[src/inc/rwcd_map.svh]
// register offsets, field positions, reset values and limits of the command block
`ifndef RWCD_MAP_SVH
`define RWCD_MAP_SVH

// register byte offsets (low eight address bits)
`define RWCD_OFS_CTRL 8'h00
`define RWCD_OFS_CMD 8'h04
`define RWCD_OFS_CHAR 8'h08
`define RWCD_OFS_STATUS 8'h0C
`define RWCD_OFS_COND 8'h10
`define RWCD_OFS_SREG_BASE 8'h40

// control register fields
`define RWCD_CTRL_PRIV_BIT 0

// command register fields
`define RWCD_CMD_OP_LSB 0
`define RWCD_CMD_REG_LSB 8
`define RWCD_CMD_EXEC_BIT 31

// status register fields
`define RWCD_ST_RES_LSB 0
`define RWCD_ST_SEQ_LSB 4
`define RWCD_ST_SEL_LSB 8
`define RWCD_ST_MODE_LSB 16
`define RWCD_ST_DCD_BIT 24

// carrier detect option values
`define RWCD_DCD_ALWAYS 3'h0
`define RWCD_DCD_CONN 3'h1
`define RWCD_DCD_RANGE 3'h3
`define RWCD_DCD_REGD 3'h4
`define RWCD_DCD_RST `RWCD_DCD_CONN

// parsing limits and bus answers
`define RWCD_ASCII_ZERO 8'h30
`define RWCD_ASCII_NINE 8'h39
`define RWCD_NUM_MAX 16'h00FF
`define RWCD_RESP_OKAY 2'h0
`define RWCD_RESP_SLVERR 2'h2

`endif

[src/inc/rwcd_pkg.sv]
// types shared by the setting-register write and carrier detect block
package rwcd_pkg;

	// command opcodes
	typedef enum logic [1:0] {
		RWCD_OP_NUMBERED = 2'h0,
		RWCD_OP_SELECTED = 2'h1,
		RWCD_OP_CARRIER = 2'h2,
		RWCD_OP_RSVD = 2'h3
	} rwcd_op_e;

	// result codes returned to the host
	typedef enum logic [1:0] {
		RWCD_RES_NONE = 2'h0,
		RWCD_RES_OK = 2'h1,
		RWCD_RES_ERROR = 2'h2,
		RWCD_RES_NOT_ENABLED = 2'h3
	} rwcd_res_e;

	// write channel state
	typedef enum logic {
		RWCD_WS_IDLE = 1'b0,
		RWCD_WS_RESP = 1'b1
	} rwcd_wst_e;

	// bus master to block
	typedef struct packed {
		logic awvalid;
		logic [31:0] awaddr;
		logic wvalid;
		logic [31:0] wdata;
		logic [3:0] wstrb;
		logic bready;
		logic arvalid;
		logic [31:0] araddr;
		logic rready;
	} rwcd_axi_req_s;

	// block to bus master
	typedef struct packed {
		logic awready;
		logic wready;
		logic bvalid;
		logic [1:0] bresp;
		logic arready;
		logic rvalid;
		logic [31:0] rdata;
		logic [1:0] rresp;
	} rwcd_axi_rsp_s;

	// conditions the carrier detect output can follow
	typedef struct packed {
		logic conn_established;
		logic radio_in_coverage;
		logic net_registered;
	} rwcd_cond_s;

endpackage
[src/hdl/rwcd_top.sv]
// setting-register write command interpreter with carrier detect selection
//
// What this block does
// - write named register, or last named one
// - unnumbered write touches only selected register
// - value taken as number or text per register
// - numeric values parsed as decimal digits
// - bad value, out-of-range register number or read-only gives error, else OK
// - privileged registers need provider mode, else refused
// - option selects what carrier detect output shows
// - option 0 holds carrier detect always active
// - option 1, default, follows connection established
// - option 3 follows radio in coverage
// - option 4 follows network registration
// - explicit in-range register number updates the selection
//
// usage: one CHAR write per value character, then CMD with execute set
// value buffer clears on every execute, so no residue reaches the next command
// numeric values stop at 255; longer digit strings give ERROR, never a wrap
// text registers keep the last four characters, newest in the low byte
// line-end placement of text values is the host's; no line concept here
// only the low eight address bits decode, so higher bits alias
// dcd_active lags its condition or a new option by one clock
// results overwrite per command; there is no sticky flag to clear
`include "rwcd_map.svh"

module rwcd_top
	import rwcd_pkg::*;
#(
	parameter int NUM_SREGS = 16,
	parameter logic [47:0] TEXT_MASK = 48'h0000_0000_8000,
	parameter logic [47:0] RO_MASK = 48'h0000_0000_0001,
	parameter logic [47:0] PRIV_MASK = 48'h0000_0000_4000
) (
	// clock and reset
	input wire logic sys_clk,
	input wire logic rst,
	// register bus
	input wire rwcd_axi_req_s axi_req,
	output rwcd_axi_rsp_s axi_rsp,
	// modem conditions
	input wire rwcd_cond_s cond,
	// serial port carrier detect, high while active
	output logic dcd_active
);

	// the window at 0x40 reaches at most 48 words inside the low eight address bits
	// elaboration refuses counts that would alias or leave no register
	if (NUM_SREGS < 1 || NUM_SREGS > 48) begin : g_num_sregs_bad
		$error("NUM_SREGS must lie between 1 and 48");
	end

	typedef struct packed {
		rwcd_axi_rsp_s rsp;
		rwcd_wst_e wst;
		logic aw_have;
		logic [7:0] aw_addr;
		logic w_have;
		logic [31:0] wdata;
		logic [3:0] wstrb;
		logic priv_mode;
		logic [5:0] sel;
		logic [15:0] acc;
		logic bad;
		logic [31:0] text;
		logic [2:0] dcd_mode;
		logic dcd;
		rwcd_res_e result;
		logic [3:0] seq;
		logic [47:0][31:0] sreg;
	} rwcd_state_s;

	rwcd_state_s q;
	rwcd_state_s d;

	// helper values of the write and read decode
	logic [7:0] wr_ch;
	logic ch_digit;
	logic [19:0] acc_next;
	rwcd_op_e op;
	logic [7:0] cmd_reg;
	logic [5:0] tgt;
	logic tgt_ok;
	logic [7:0] rd_addr;
	logic [5:0] rd_idx;

	// one pass computes the whole next state; the flops below take it
	always_comb begin
		d = q;
		wr_ch = q.wdata[7:0];
		ch_digit = (wr_ch >= `RWCD_ASCII_ZERO) && (wr_ch <= `RWCD_ASCII_NINE);
		acc_next = ({4'h0, q.acc} * 20'h0000A) + {16'h0, wr_ch[3:0]};
		op = rwcd_op_e'(q.wdata[`RWCD_CMD_OP_LSB +: 2]);
		cmd_reg = q.wdata[`RWCD_CMD_REG_LSB +: 8];
		tgt = q.sel;
		tgt_ok = 1'b1;
		rd_addr = axi_req.araddr[7:0];
		rd_idx = rd_addr[7:2] - 6'h10;

		// capture address and data in either order
		if (q.rsp.awready && axi_req.awvalid) begin
			d.aw_have = 1'b1;
			d.aw_addr = axi_req.awaddr[7:0];
		end
		if (q.rsp.wready && axi_req.wvalid) begin
			d.w_have = 1'b1;
			d.wdata = axi_req.wdata;
			d.wstrb = axi_req.wstrb;
		end

		case (q.wst)
			RWCD_WS_IDLE: begin
				if (q.aw_have && q.w_have) begin
					d.aw_have = 1'b0;
					d.w_have = 1'b0;
					d.wst = RWCD_WS_RESP;
					d.rsp.bvalid = 1'b1;
					d.rsp.bresp = `RWCD_RESP_OKAY;
					// CTRL, CHAR and CMD act; STATUS and COND swallow the write
					case (q.aw_addr)
						`RWCD_OFS_CTRL: begin
							// privilege stays until software clears it
							if (q.wstrb[0]) begin
								d.priv_mode = q.wdata[`RWCD_CTRL_PRIV_BIT];
							end
						end
						`RWCD_OFS_CHAR: begin
							if (q.wstrb[0]) begin
								// a non-digit or overflow stays flagged until execute
								// decimal digit accumulate
								if (!ch_digit) begin
									d.bad = 1'b1;
								end else if (acc_next > {4'h0, `RWCD_NUM_MAX}) begin
									d.bad = 1'b1;
								end else begin
									d.acc = acc_next[15:0];
								end
								// text keeps the last four characters, oldest on top
								d.text = {q.text[23:0], wr_ch};
							end
						end
						`RWCD_OFS_CMD: begin
							// partial strobes never execute, so a split word cannot fire
							if (q.wdata[`RWCD_CMD_EXEC_BIT] && (&q.wstrb)) begin
								d.seq = q.seq + 4'h1;
								// parse state always starts fresh for the next command
								d.acc = 16'h0000;
								d.bad = 1'b0;
								d.text = 32'h0000_0000;
								case (op)
									RWCD_OP_NUMBERED, RWCD_OP_SELECTED: begin
										if (op == RWCD_OP_NUMBERED) begin
											tgt = cmd_reg[5:0];
											tgt_ok = (cmd_reg < 8'(NUM_SREGS));
											// an out-of-range number keeps the old selection
											// explicit number selects
											if (tgt_ok) begin
												d.sel = cmd_reg[5:0];
											end
										end
										// order: range, privilege, read only, type, value
										if (!tgt_ok) begin
											d.result = RWCD_RES_ERROR;
										end else if (PRIV_MASK[tgt] && !q.priv_mode) begin
											d.result = RWCD_RES_NOT_ENABLED;
										end else if (RO_MASK[tgt]) begin
											d.result = RWCD_RES_ERROR;
										end else if (TEXT_MASK[tgt]) begin
											// text is stored as typed; digits not required
											// only target changes
											d.sreg[tgt] = q.text;
											d.result = RWCD_RES_OK;
										end else if (q.bad) begin
											d.result = RWCD_RES_ERROR;
										end else begin
											d.sreg[tgt] = {16'h0000, q.acc};
											d.result = RWCD_RES_OK;
										end
									end
									RWCD_OP_CARRIER: begin
										if (!q.bad && (q.acc == 16'(`RWCD_DCD_ALWAYS)
											|| q.acc == 16'(`RWCD_DCD_CONN)
											|| q.acc == 16'(`RWCD_DCD_RANGE)
											|| q.acc == 16'(`RWCD_DCD_REGD))) begin
											d.dcd_mode = q.acc[2:0];
											d.result = RWCD_RES_OK;
										end else begin
											d.result = RWCD_RES_ERROR;
										end
									end
									default: begin
										d.result = RWCD_RES_ERROR;
									end
								endcase
							end
						end
						`RWCD_OFS_STATUS, `RWCD_OFS_COND: begin
							// read-only registers ignore writes
						end
						default: begin
							// setting registers are written by command only
							d.rsp.bresp = `RWCD_RESP_SLVERR;
						end
					endcase
				end
			end
			// answer held until the master takes it; no new beat meanwhile
			RWCD_WS_RESP: begin
				if (axi_req.bready) begin
					d.rsp.bvalid = 1'b0;
					d.wst = RWCD_WS_IDLE;
				end
			end
			default: begin
				d.wst = RWCD_WS_IDLE;
			end
		endcase

		// new requests wait until the pending write has been answered
		d.rsp.awready = !d.aw_have && (d.wst == RWCD_WS_IDLE);
		d.rsp.wready = !d.w_have && (d.wst == RWCD_WS_IDLE);

		// read channel, one beat, answered one cycle after the address
		if (q.rsp.rvalid && axi_req.rready) begin
			d.rsp.rvalid = 1'b0;
		end
		if (q.rsp.arready && axi_req.arvalid) begin
			d.rsp.rvalid = 1'b1;
			d.rsp.rresp = `RWCD_RESP_OKAY;
			d.rsp.rdata = 32'h0000_0000;
			// unused control and status bits read as zero
			case (rd_addr)
				`RWCD_OFS_CTRL: begin
					d.rsp.rdata[`RWCD_CTRL_PRIV_BIT] = q.priv_mode;
				end
				`RWCD_OFS_CMD, `RWCD_OFS_CHAR: begin
					d.rsp.rdata = 32'h0000_0000;
				end
				// last result, command count, selection, option, pin
				`RWCD_OFS_STATUS: begin
					d.rsp.rdata[`RWCD_ST_RES_LSB +: 2] = q.result;
					d.rsp.rdata[`RWCD_ST_SEQ_LSB +: 4] = q.seq;
					d.rsp.rdata[`RWCD_ST_SEL_LSB +: 6] = q.sel;
					d.rsp.rdata[`RWCD_ST_MODE_LSB +: 3] = q.dcd_mode;
					d.rsp.rdata[`RWCD_ST_DCD_BIT] = q.dcd;
				end
				`RWCD_OFS_COND: begin
					d.rsp.rdata[2:0] = cond;
				end
				default: begin
					// setting window is read here only; commands are its sole writer
					if (rd_addr >= `RWCD_OFS_SREG_BASE && rd_addr[1:0] == 2'h0
						&& rd_idx < 6'(NUM_SREGS)) begin
						d.rsp.rdata = q.sreg[rd_idx];
					end else begin
						d.rsp.rresp = `RWCD_RESP_SLVERR;
					end
				end
			endcase
		end
		// one read in flight; arready returns the cycle after rready
		d.rsp.arready = !d.rsp.rvalid;

		case (q.dcd_mode)
			`RWCD_DCD_ALWAYS: d.dcd = 1'b1;
			`RWCD_DCD_CONN: d.dcd = cond.conn_established;
			`RWCD_DCD_RANGE: d.dcd = cond.radio_in_coverage;
			`RWCD_DCD_REGD: d.dcd = cond.net_registered;
			// unlisted codes never reach the option register
			default: d.dcd = 1'b0;
		endcase
	end

	// state register; option 1 is the power-on carrier detect behaviour
	always_ff @(posedge sys_clk) begin
		if (rst) begin
			q <= '0;
			q.dcd_mode <= `RWCD_DCD_RST;
		end else begin
			q <= d;
		end
	end

	// outputs straight from the state flops
	assign axi_rsp = q.rsp;
	// registered copy, so the pin never glitches on a decode change
	assign dcd_active = q.dcd;

endmodule

[config.mk]
export PLATFORM = sky130hd
export DESIGN_NAME = rwcd_top
export DESIGN_NICKNAME = d
export VERILOG_FILES = /design/src/inc/rwcd_pkg.sv /design/src/hdl/rwcd_top.sv
export VERILOG_INCLUDE_DIRS = /design/src /design/src/inc
export SDC_FILE = /design/constraint.sdc
export NUM_CORES = 2
export LEC_CHECK = 0
export BUFFER_PORTS_ARGS = -buffer_cell sky130_fd_sc_hd__buf_2
export CAP_MARGIN = 20
export CORE_MARGIN = 1
export CORE_UTILIZATION = 34
export CTS_BUF_LIST = sky130_fd_sc_hd__clkbuf_2 sky130_fd_sc_hd__clkbuf_4 sky130_fd_sc_hd__clkbuf_8
export DETAILED_ROUTE_END_ITERATION = 16
export PLACE_DENSITY_LB_ADDON = 0.12
export SLEW_MARGIN = 30
export SYNTH_ARGS = -nofsm -noshare
export SYNTH_HDL_FRONTEND = slang
export SYNTH_SLANG_ARGS = --single-unit
[constraint.sdc]
create_clock -name sys_clk -period 12.5 [get_ports sys_clk]
set_input_delay 2.5 -clock sys_clk [delete_from_list [all_inputs] [get_ports sys_clk]]
set_output_delay 2.5 -clock sys_clk [all_outputs]
set_load 0.01 [all_outputs]
# Word level (Yosys, flattened, before mapping)
# Memories as Yosys holds them, arrays and structs flattened.
# Cells that the tools add are included.
[word_totals]
wordCells = 229
out_inout_bits = 42
romBits = 192
register_bits = 1690
in_bits = 110
mem_count = 3
[op_classes]
add_sub_neg = 3
bitwise = 4
n_mul = 1
reduce_logical = 47
magnitude_cmp = 9
n_mux = 67
eq_ne = 24
[memory_table]
columns = ["name", "words", "width", "rd", "rd_ports_with_merged_regs", "write_ports", "line_no", "text"]
rows = [
  ["(name not given)", 64, 1, 1, 0, 0, "rwcd_top.sv:168", "end else if (TEXT_MASK[tgt]) begin"],
  ["(name not given)", 64, 1, 1, 0, 0, "rwcd_top.sv:166", "end else if (RO_MASK[tgt]) begin"],
  ["(name not given)", 64, 1, 1, 0, 0, "rwcd_top.sv:164", "end else if (PRIV_MASK[tgt] && !q.priv_mode) begin"],
]
[ops]
columns = ["op", "n"]
rows = [
  ["$bwmux W1536", 2],
  ["$mux W1536", 2],
  ["$bmux W32 S6", 1],
  ["$demux W32 S6", 1],
  ["$pmux W49 S2", 1],
  ["$mux W32", 3],
  ["$mux W52", 1],
  ["$mux W49", 1],
  ["$mux W37", 1],
  ["$mux W6", 6],
  ["$mux W35", 1],
  ["$eq A8 B4 Y1 const B", 4],
  ["$mux W16", 2],
  ["$mux W2", 11],
  ["$add A20 B4 Y20", 1],
  ["$gt A20 B8 Y1 const B", 1],
  ["$pmux W10 S2", 1],
  ["$mul A16 B3 Y19 const B", 1],
  ["$mux W1", 18],
  ["$eq A16 B1 Y1 const B", 1],
  ["$eq A16 B2 Y1 const B", 1],
  ["$eq A16 B3 Y1 const B", 1],
  ["$eq A8 B3 Y1 const B", 2],
  ["$eq A8 B5 Y1 const B", 2],
  ["45 further kinds", 89],
]

# Logic depth before layout (Yosys ltp)
[logic_depth]
depth_word = 14
depth_mapped = 14
mapped_depth_nobuf = 13

# Worst setup path before layout
# OpenSTA, ideal clock, no wires.
[synth_path]
path_kind = "in2reg"
from = "input port axi_req[3] in the netlist's numbering"
to = "register q (netlist bit axi_rsp[17])"
arrival_ps = 5339
path_slack_ps = 7034
stages = 10
n_path_buf = 4
t_required_ps = 12372
path_cell_list = "clkbuf_1 buf_2 buf_1 buf_1 mux4_2 mux4_2 a22oi_1 nor2_1 a21oi_1 nor2_1"
[synth_between]
elab_chain_cells = 5
elab_cells_between_ends = 15
cone_classes = "add/sub: 1; order compare: 2; eq/ne: 4; mux: 4; reduce/logical: 4"
[synth_rtl]
columns = ["element", "line_no", "text"]
rows = [
  ["start, declared", "rwcd_top.sv:39", "input wire rwcd_axi_req_s axi_req,"],
  ["$sub A6 B5 Y6 or $ge A8 B7 Y1 (tied branches)", "n/a", ""],
  ["$bmux W32 S6, or another cell as far along", "rwcd_top.sv:254", "d.rsp.rdata = q.sreg[rd_idx];"],
  ["$mux W32 (implied by the code) or $logic_and A1 B1 Y1 (tied branches)", "rwcd_top.sv:254, rwcd_top.sv:252", ""],
  ["$mux W32", "rwcd_top.sv:252", "if (rd_addr >= `RWCD_OFS_SREG_BASE && rd_addr[1:0] == 2'h0"],
  ["$mux W2 (*)", "rwcd_top.sv:232", "case (rd_addr)"],
  ["end, declared", "rwcd_top.sv:73", "rwcd_state_s q;"],
]
# Mark *: on every way between the ends. The rest lies on a longest branch, timed or not. The select of a mux whose other input is x is not followed.
# A chain may end at the register's enable or synchronous reset.

# Worst setup path after layout
[layout_path]
from = "input port axi_req[3] in the netlist's numbering"
to = "register q (netlist bit axi_rsp[19])"
[layout_between]
elab_chain_cells = 5
elab_cells_between_ends = 15
cone_classes = "add/sub: 1; order compare: 2; eq/ne: 4; mux: 4; reduce/logical: 4"
[layout_rtl]
columns = ["element", "line_no"]
rows = [
  ["$sub A6 B5 Y6 or $ge A8 B7 Y1 (tied branches)", "n/a"],
  ["$bmux W32 S6, or another cell as far along", "rwcd_top.sv:254"],
  ["$mux W32 (implied by the code) or $logic_and A1 B1 Y1 (tied branches)", "rwcd_top.sv:254, rwcd_top.sv:252"],
  ["$mux W32", "rwcd_top.sv:252"],
  ["$pmux W3 S2 (*)", "rwcd_top.sv:232"],
]
# Marks and branches as above.

==> qor.yml <==
routabilityCongestion: 0.781
worstPathRequired_ps: 13340
worstPathCellList: "buf_8 -> buf_4 -> buf_12 -> mux4_2 -> mux4_2 -> mux2i_1 -> o21ai_0 -> nand2_1 -> a31oi_1"
cts_setup_buffers: 0
io_buffers: 86
nets: 6238
slowest_delay_ps: 730
crit_top_cell: "mux4_2"
ys_warn_count: 0
hold_viol: 0
worstHoldPathType: "reg -> reg"
ys.flop_type: "dfxtp_1"
dp_hpwl_microns: 115000
cts_tree: "done"
finalSetupViolations: 0
dieWidth_microns: 443
whs_path_depth: 2
path_class: "in -> reg"
regArea_sq_um: 33500
multi_input_area_sq_um: 30600
r2r_cells: 13
synthArstFlopShare_pct: 0
coreArea_sq_um: 193000
reg2reg_to: "q[1583]"
worstHoldStart: "q[1612]"
fp.dieArea_sq_um: 197000
row_count: 161
remaining_drc_errors: 0
routed_wirelength_microns: 196000
maxSlewHeadroom_pct: 29.5
startpoint_type: "input pin"
netlist_area_sq_um: 66200
antenna_left: 0
insertion_delay_ps: 1020
ctsResizeCount: 0
slew_viol_final: 0
hold_buffers: 0
fmax_mhz: 174
rr_startpoint: "q[1580]"
pre_cts_ws_ps: 5440
wl_per_cell_microns: 22.2
cap_violations: 0
start_util_pct: 34.3
p_leak_nw: 26.1
p_per_area_nw_per_um2: 148
crit_path_end_kind: "register"
tightest_slew_ps: 1060
synth_top_area_share_pct: 50.6
period_minus_slack_ps: 5760
die_h_microns: 443
first_iter_violations: 2793
clk_pin_slew_worst_paths_ps: 60
design_area_sq_um: 75300
vias: 44803
io_pins: 152
worst_slack_ps: 6740
p_int_w: 0.00859
combinationalPowerShare_pct: 3.3
cts_root_buf: "clkbuf_8"
avgSynthCellArea_sq_um: 10.8
dp_cells: 8304
fin_cells: 8817
track_usage_pct: 19.8
skew_ps: 68.3
viasPerCell: 5.08
vdd_ir_drop_max_uv: 120
setup_tns_ps: 0
rrSetupSlack_ps: 7230
fin_crit_sh_pct: 46.1
syn_inst: 6125
status: "completed"
synth.distinct_cells: 79
grt_pass1_vias: 45652
grt_overflow: 0
firstDrtPassIters: 5
dpl_cell_area_sq_um: 68900
power_frac_seq_pct: 48.0
cp_max_fo: 89
hold_path_end: "q[1552]"
power_switching_w: 0.00255
htreeDepth: 5
grt_pass1_wl_microns: 297000
cts.path.max_buffers: 4
switching_share_pct: 22.9
clockPowerShare_pct: 48.7
arrival_ps: 6600
rsz0062_at_grt: "false"
ys_top_cells_by_area: "dfxtp_1, mux4_2, and2_1"
ys_seq_area_share_pct: 50.6
antenna_found_initial: 8
numCtsBuffers: 311
n_fill_cell: 18744
largest_reg_flops: 1623
synth.ff_latch_count: 1673
synth_top_area_cell: "dfxtp_1"
cp_slowest_cell: "buf_4"
grt_max_degree: 215
synth-edff-count: 0
final_layout_size_suffix_gt1_share_pct: 21.6
syn_to_final_growth_pct: 13.7
clkSinkCount: 1673
## critical path: cells and delay by family
kind                   cells  cell delay (ps)
AO/OA/AOI/OAI              2              470
buffers and inverters      3             1900
multiplexers               3             1500
AND/OR/NAND/NOR            1              160
## synth_stat cells, types with 3 or more instances
library cell and n:
and3_1 6, or3_1 8, nor2_4 33, inv_1 23, nand2b_1 11, ha_1 34, a21oi_1 269, o22ai_1 3
xnor2_1 10, buf_1 94, nor3_1 17, buf_2 96, o211ai_1 4, o31ai_1 7, nor2b_1 49, a31oi_1 17
nand3_1 65, clkbuf_1 319, a22oi_1 16, or2_2 5, a211oi_1 604, nor4_1 8, o21ai_0 44, a211oi_2 10
nor4b_1 5, nand2_4 4, and2_1 741, dfxtp_1 1673, xor2_1 5, a21boi_0 3, or4_1 4, nor2_1 743
o211a_1 3, o21a_1 5, buf_4 52, nor3b_1 9, mux2_2 24, o221ai_1 3, mux4_2 480, nand3b_1 6
nand2_1 496, mux2i_1 38, a21o_1 12, nor2_2 16, nand4_1 7
## power groups by stage
stage	registers (W)	logic (W)	clock network, W
finish	0.00535	0.000365	0.00542
floorplan	0.00546	0.000241	0
detailed placement	0.00546	0.000375	0
CTS	0.00535	0.000375	0.00558
global route	0.00535	0.000393	0.00583
global placement	0.00546	0.000374	0
## through the flow
step	power, W	utilization (%)	hold WS, ps
6_report	0.0111	39.0	445
5_1_grt	0.0116	39.0	459
4_1_cts	0.0113	39.0	430
3_5_place_dp	0.00584	35.7	438
3_3_place_gp	0.00584	35.6	436
2_1_floorplan	0.00570	-	424
## kinds of logic (layout without fill, tap and decap cells)
logic type,Yosys count,in the layout,share of synthesized area (%)
buffers and inverters,584,744,3.79
xor gates and xnor gates,15,15,0.198
DFF,1673,1673,50.6
AOI/OAI and AO/OA,1023,1023,10.5
and+or+nand+nor,2251,2251,16.9
other,1,7,0.00566
muxes,542,542,17.3
adders and majority gates,36,36,0.703
## worst max path at each step
stage,cells after the start,startpoint,slack (ps),end
after CTS,9,axi_req[3],6580,axi_rsp[19]
after floorplan,10,axi_req[3],7030,axi_rsp[17]
after detailed placement,9,axi_req[3],5440,axi_rsp[19]
after global placement,9,axi_req[3],5440,axi_rsp[19]
final,9,axi_req[3],6740,axi_rsp[19]
after global routing,9,axi_req[3],6460,axi_rsp[19]
## cell usage in the layout (no fill, tap or decap), drive strengths merged, types with 4 or more instances in the layout
cell	instances
dfxtp	1673
nor2b	49
xnor2	10
nand2	501
nand4	7
clkinvlp	5
or2	5
o21a	5
nand2b	11
a22oi	16
nor4	9
a31oi	18
nand3	66
nor4b	6
nand3b	6
o211ai	4
o21ai	44
buf	213
nor2	792
and3	6
clkinv	15
inv	23
clkbuf	484
a21oi	269
or4	4
mux2i	38
bufinv	4
ha	34
mux2	24
or3	8
a211oi	614
xor2	5
o31ai	7
a21o	12
mux4	480
nor3b	9
nor3	20
diode	5
and2	742
## cell type report
class | count | share of cell area [%]
Antenna cell | 5 | 0.0166
Clock buffer | 483 | 8.09
Clock inverter | 24 | 0.309
Inverter | 23 | 0.115
Multi-Input combinational cell | 3869 | 40.6
Sequential cell | 1673 | 44.5
Tap cell | 2526 | 4.20
Timing Repair Buffer | 214 | 2.11
## layer usage
metal | GRT usage, % | wire length (microns) | vias to the layer above
li1 | - | - | 21593
met2 | 32.8 | 93700 | 944
met1 | 26.5 | 89800 | 21905
met3 | 2.93 | 7490 | 361
met5 | 0 | 0 | -
met4 | 6.40 | 5120 | 0
Power figures use the tool's default switching activity.
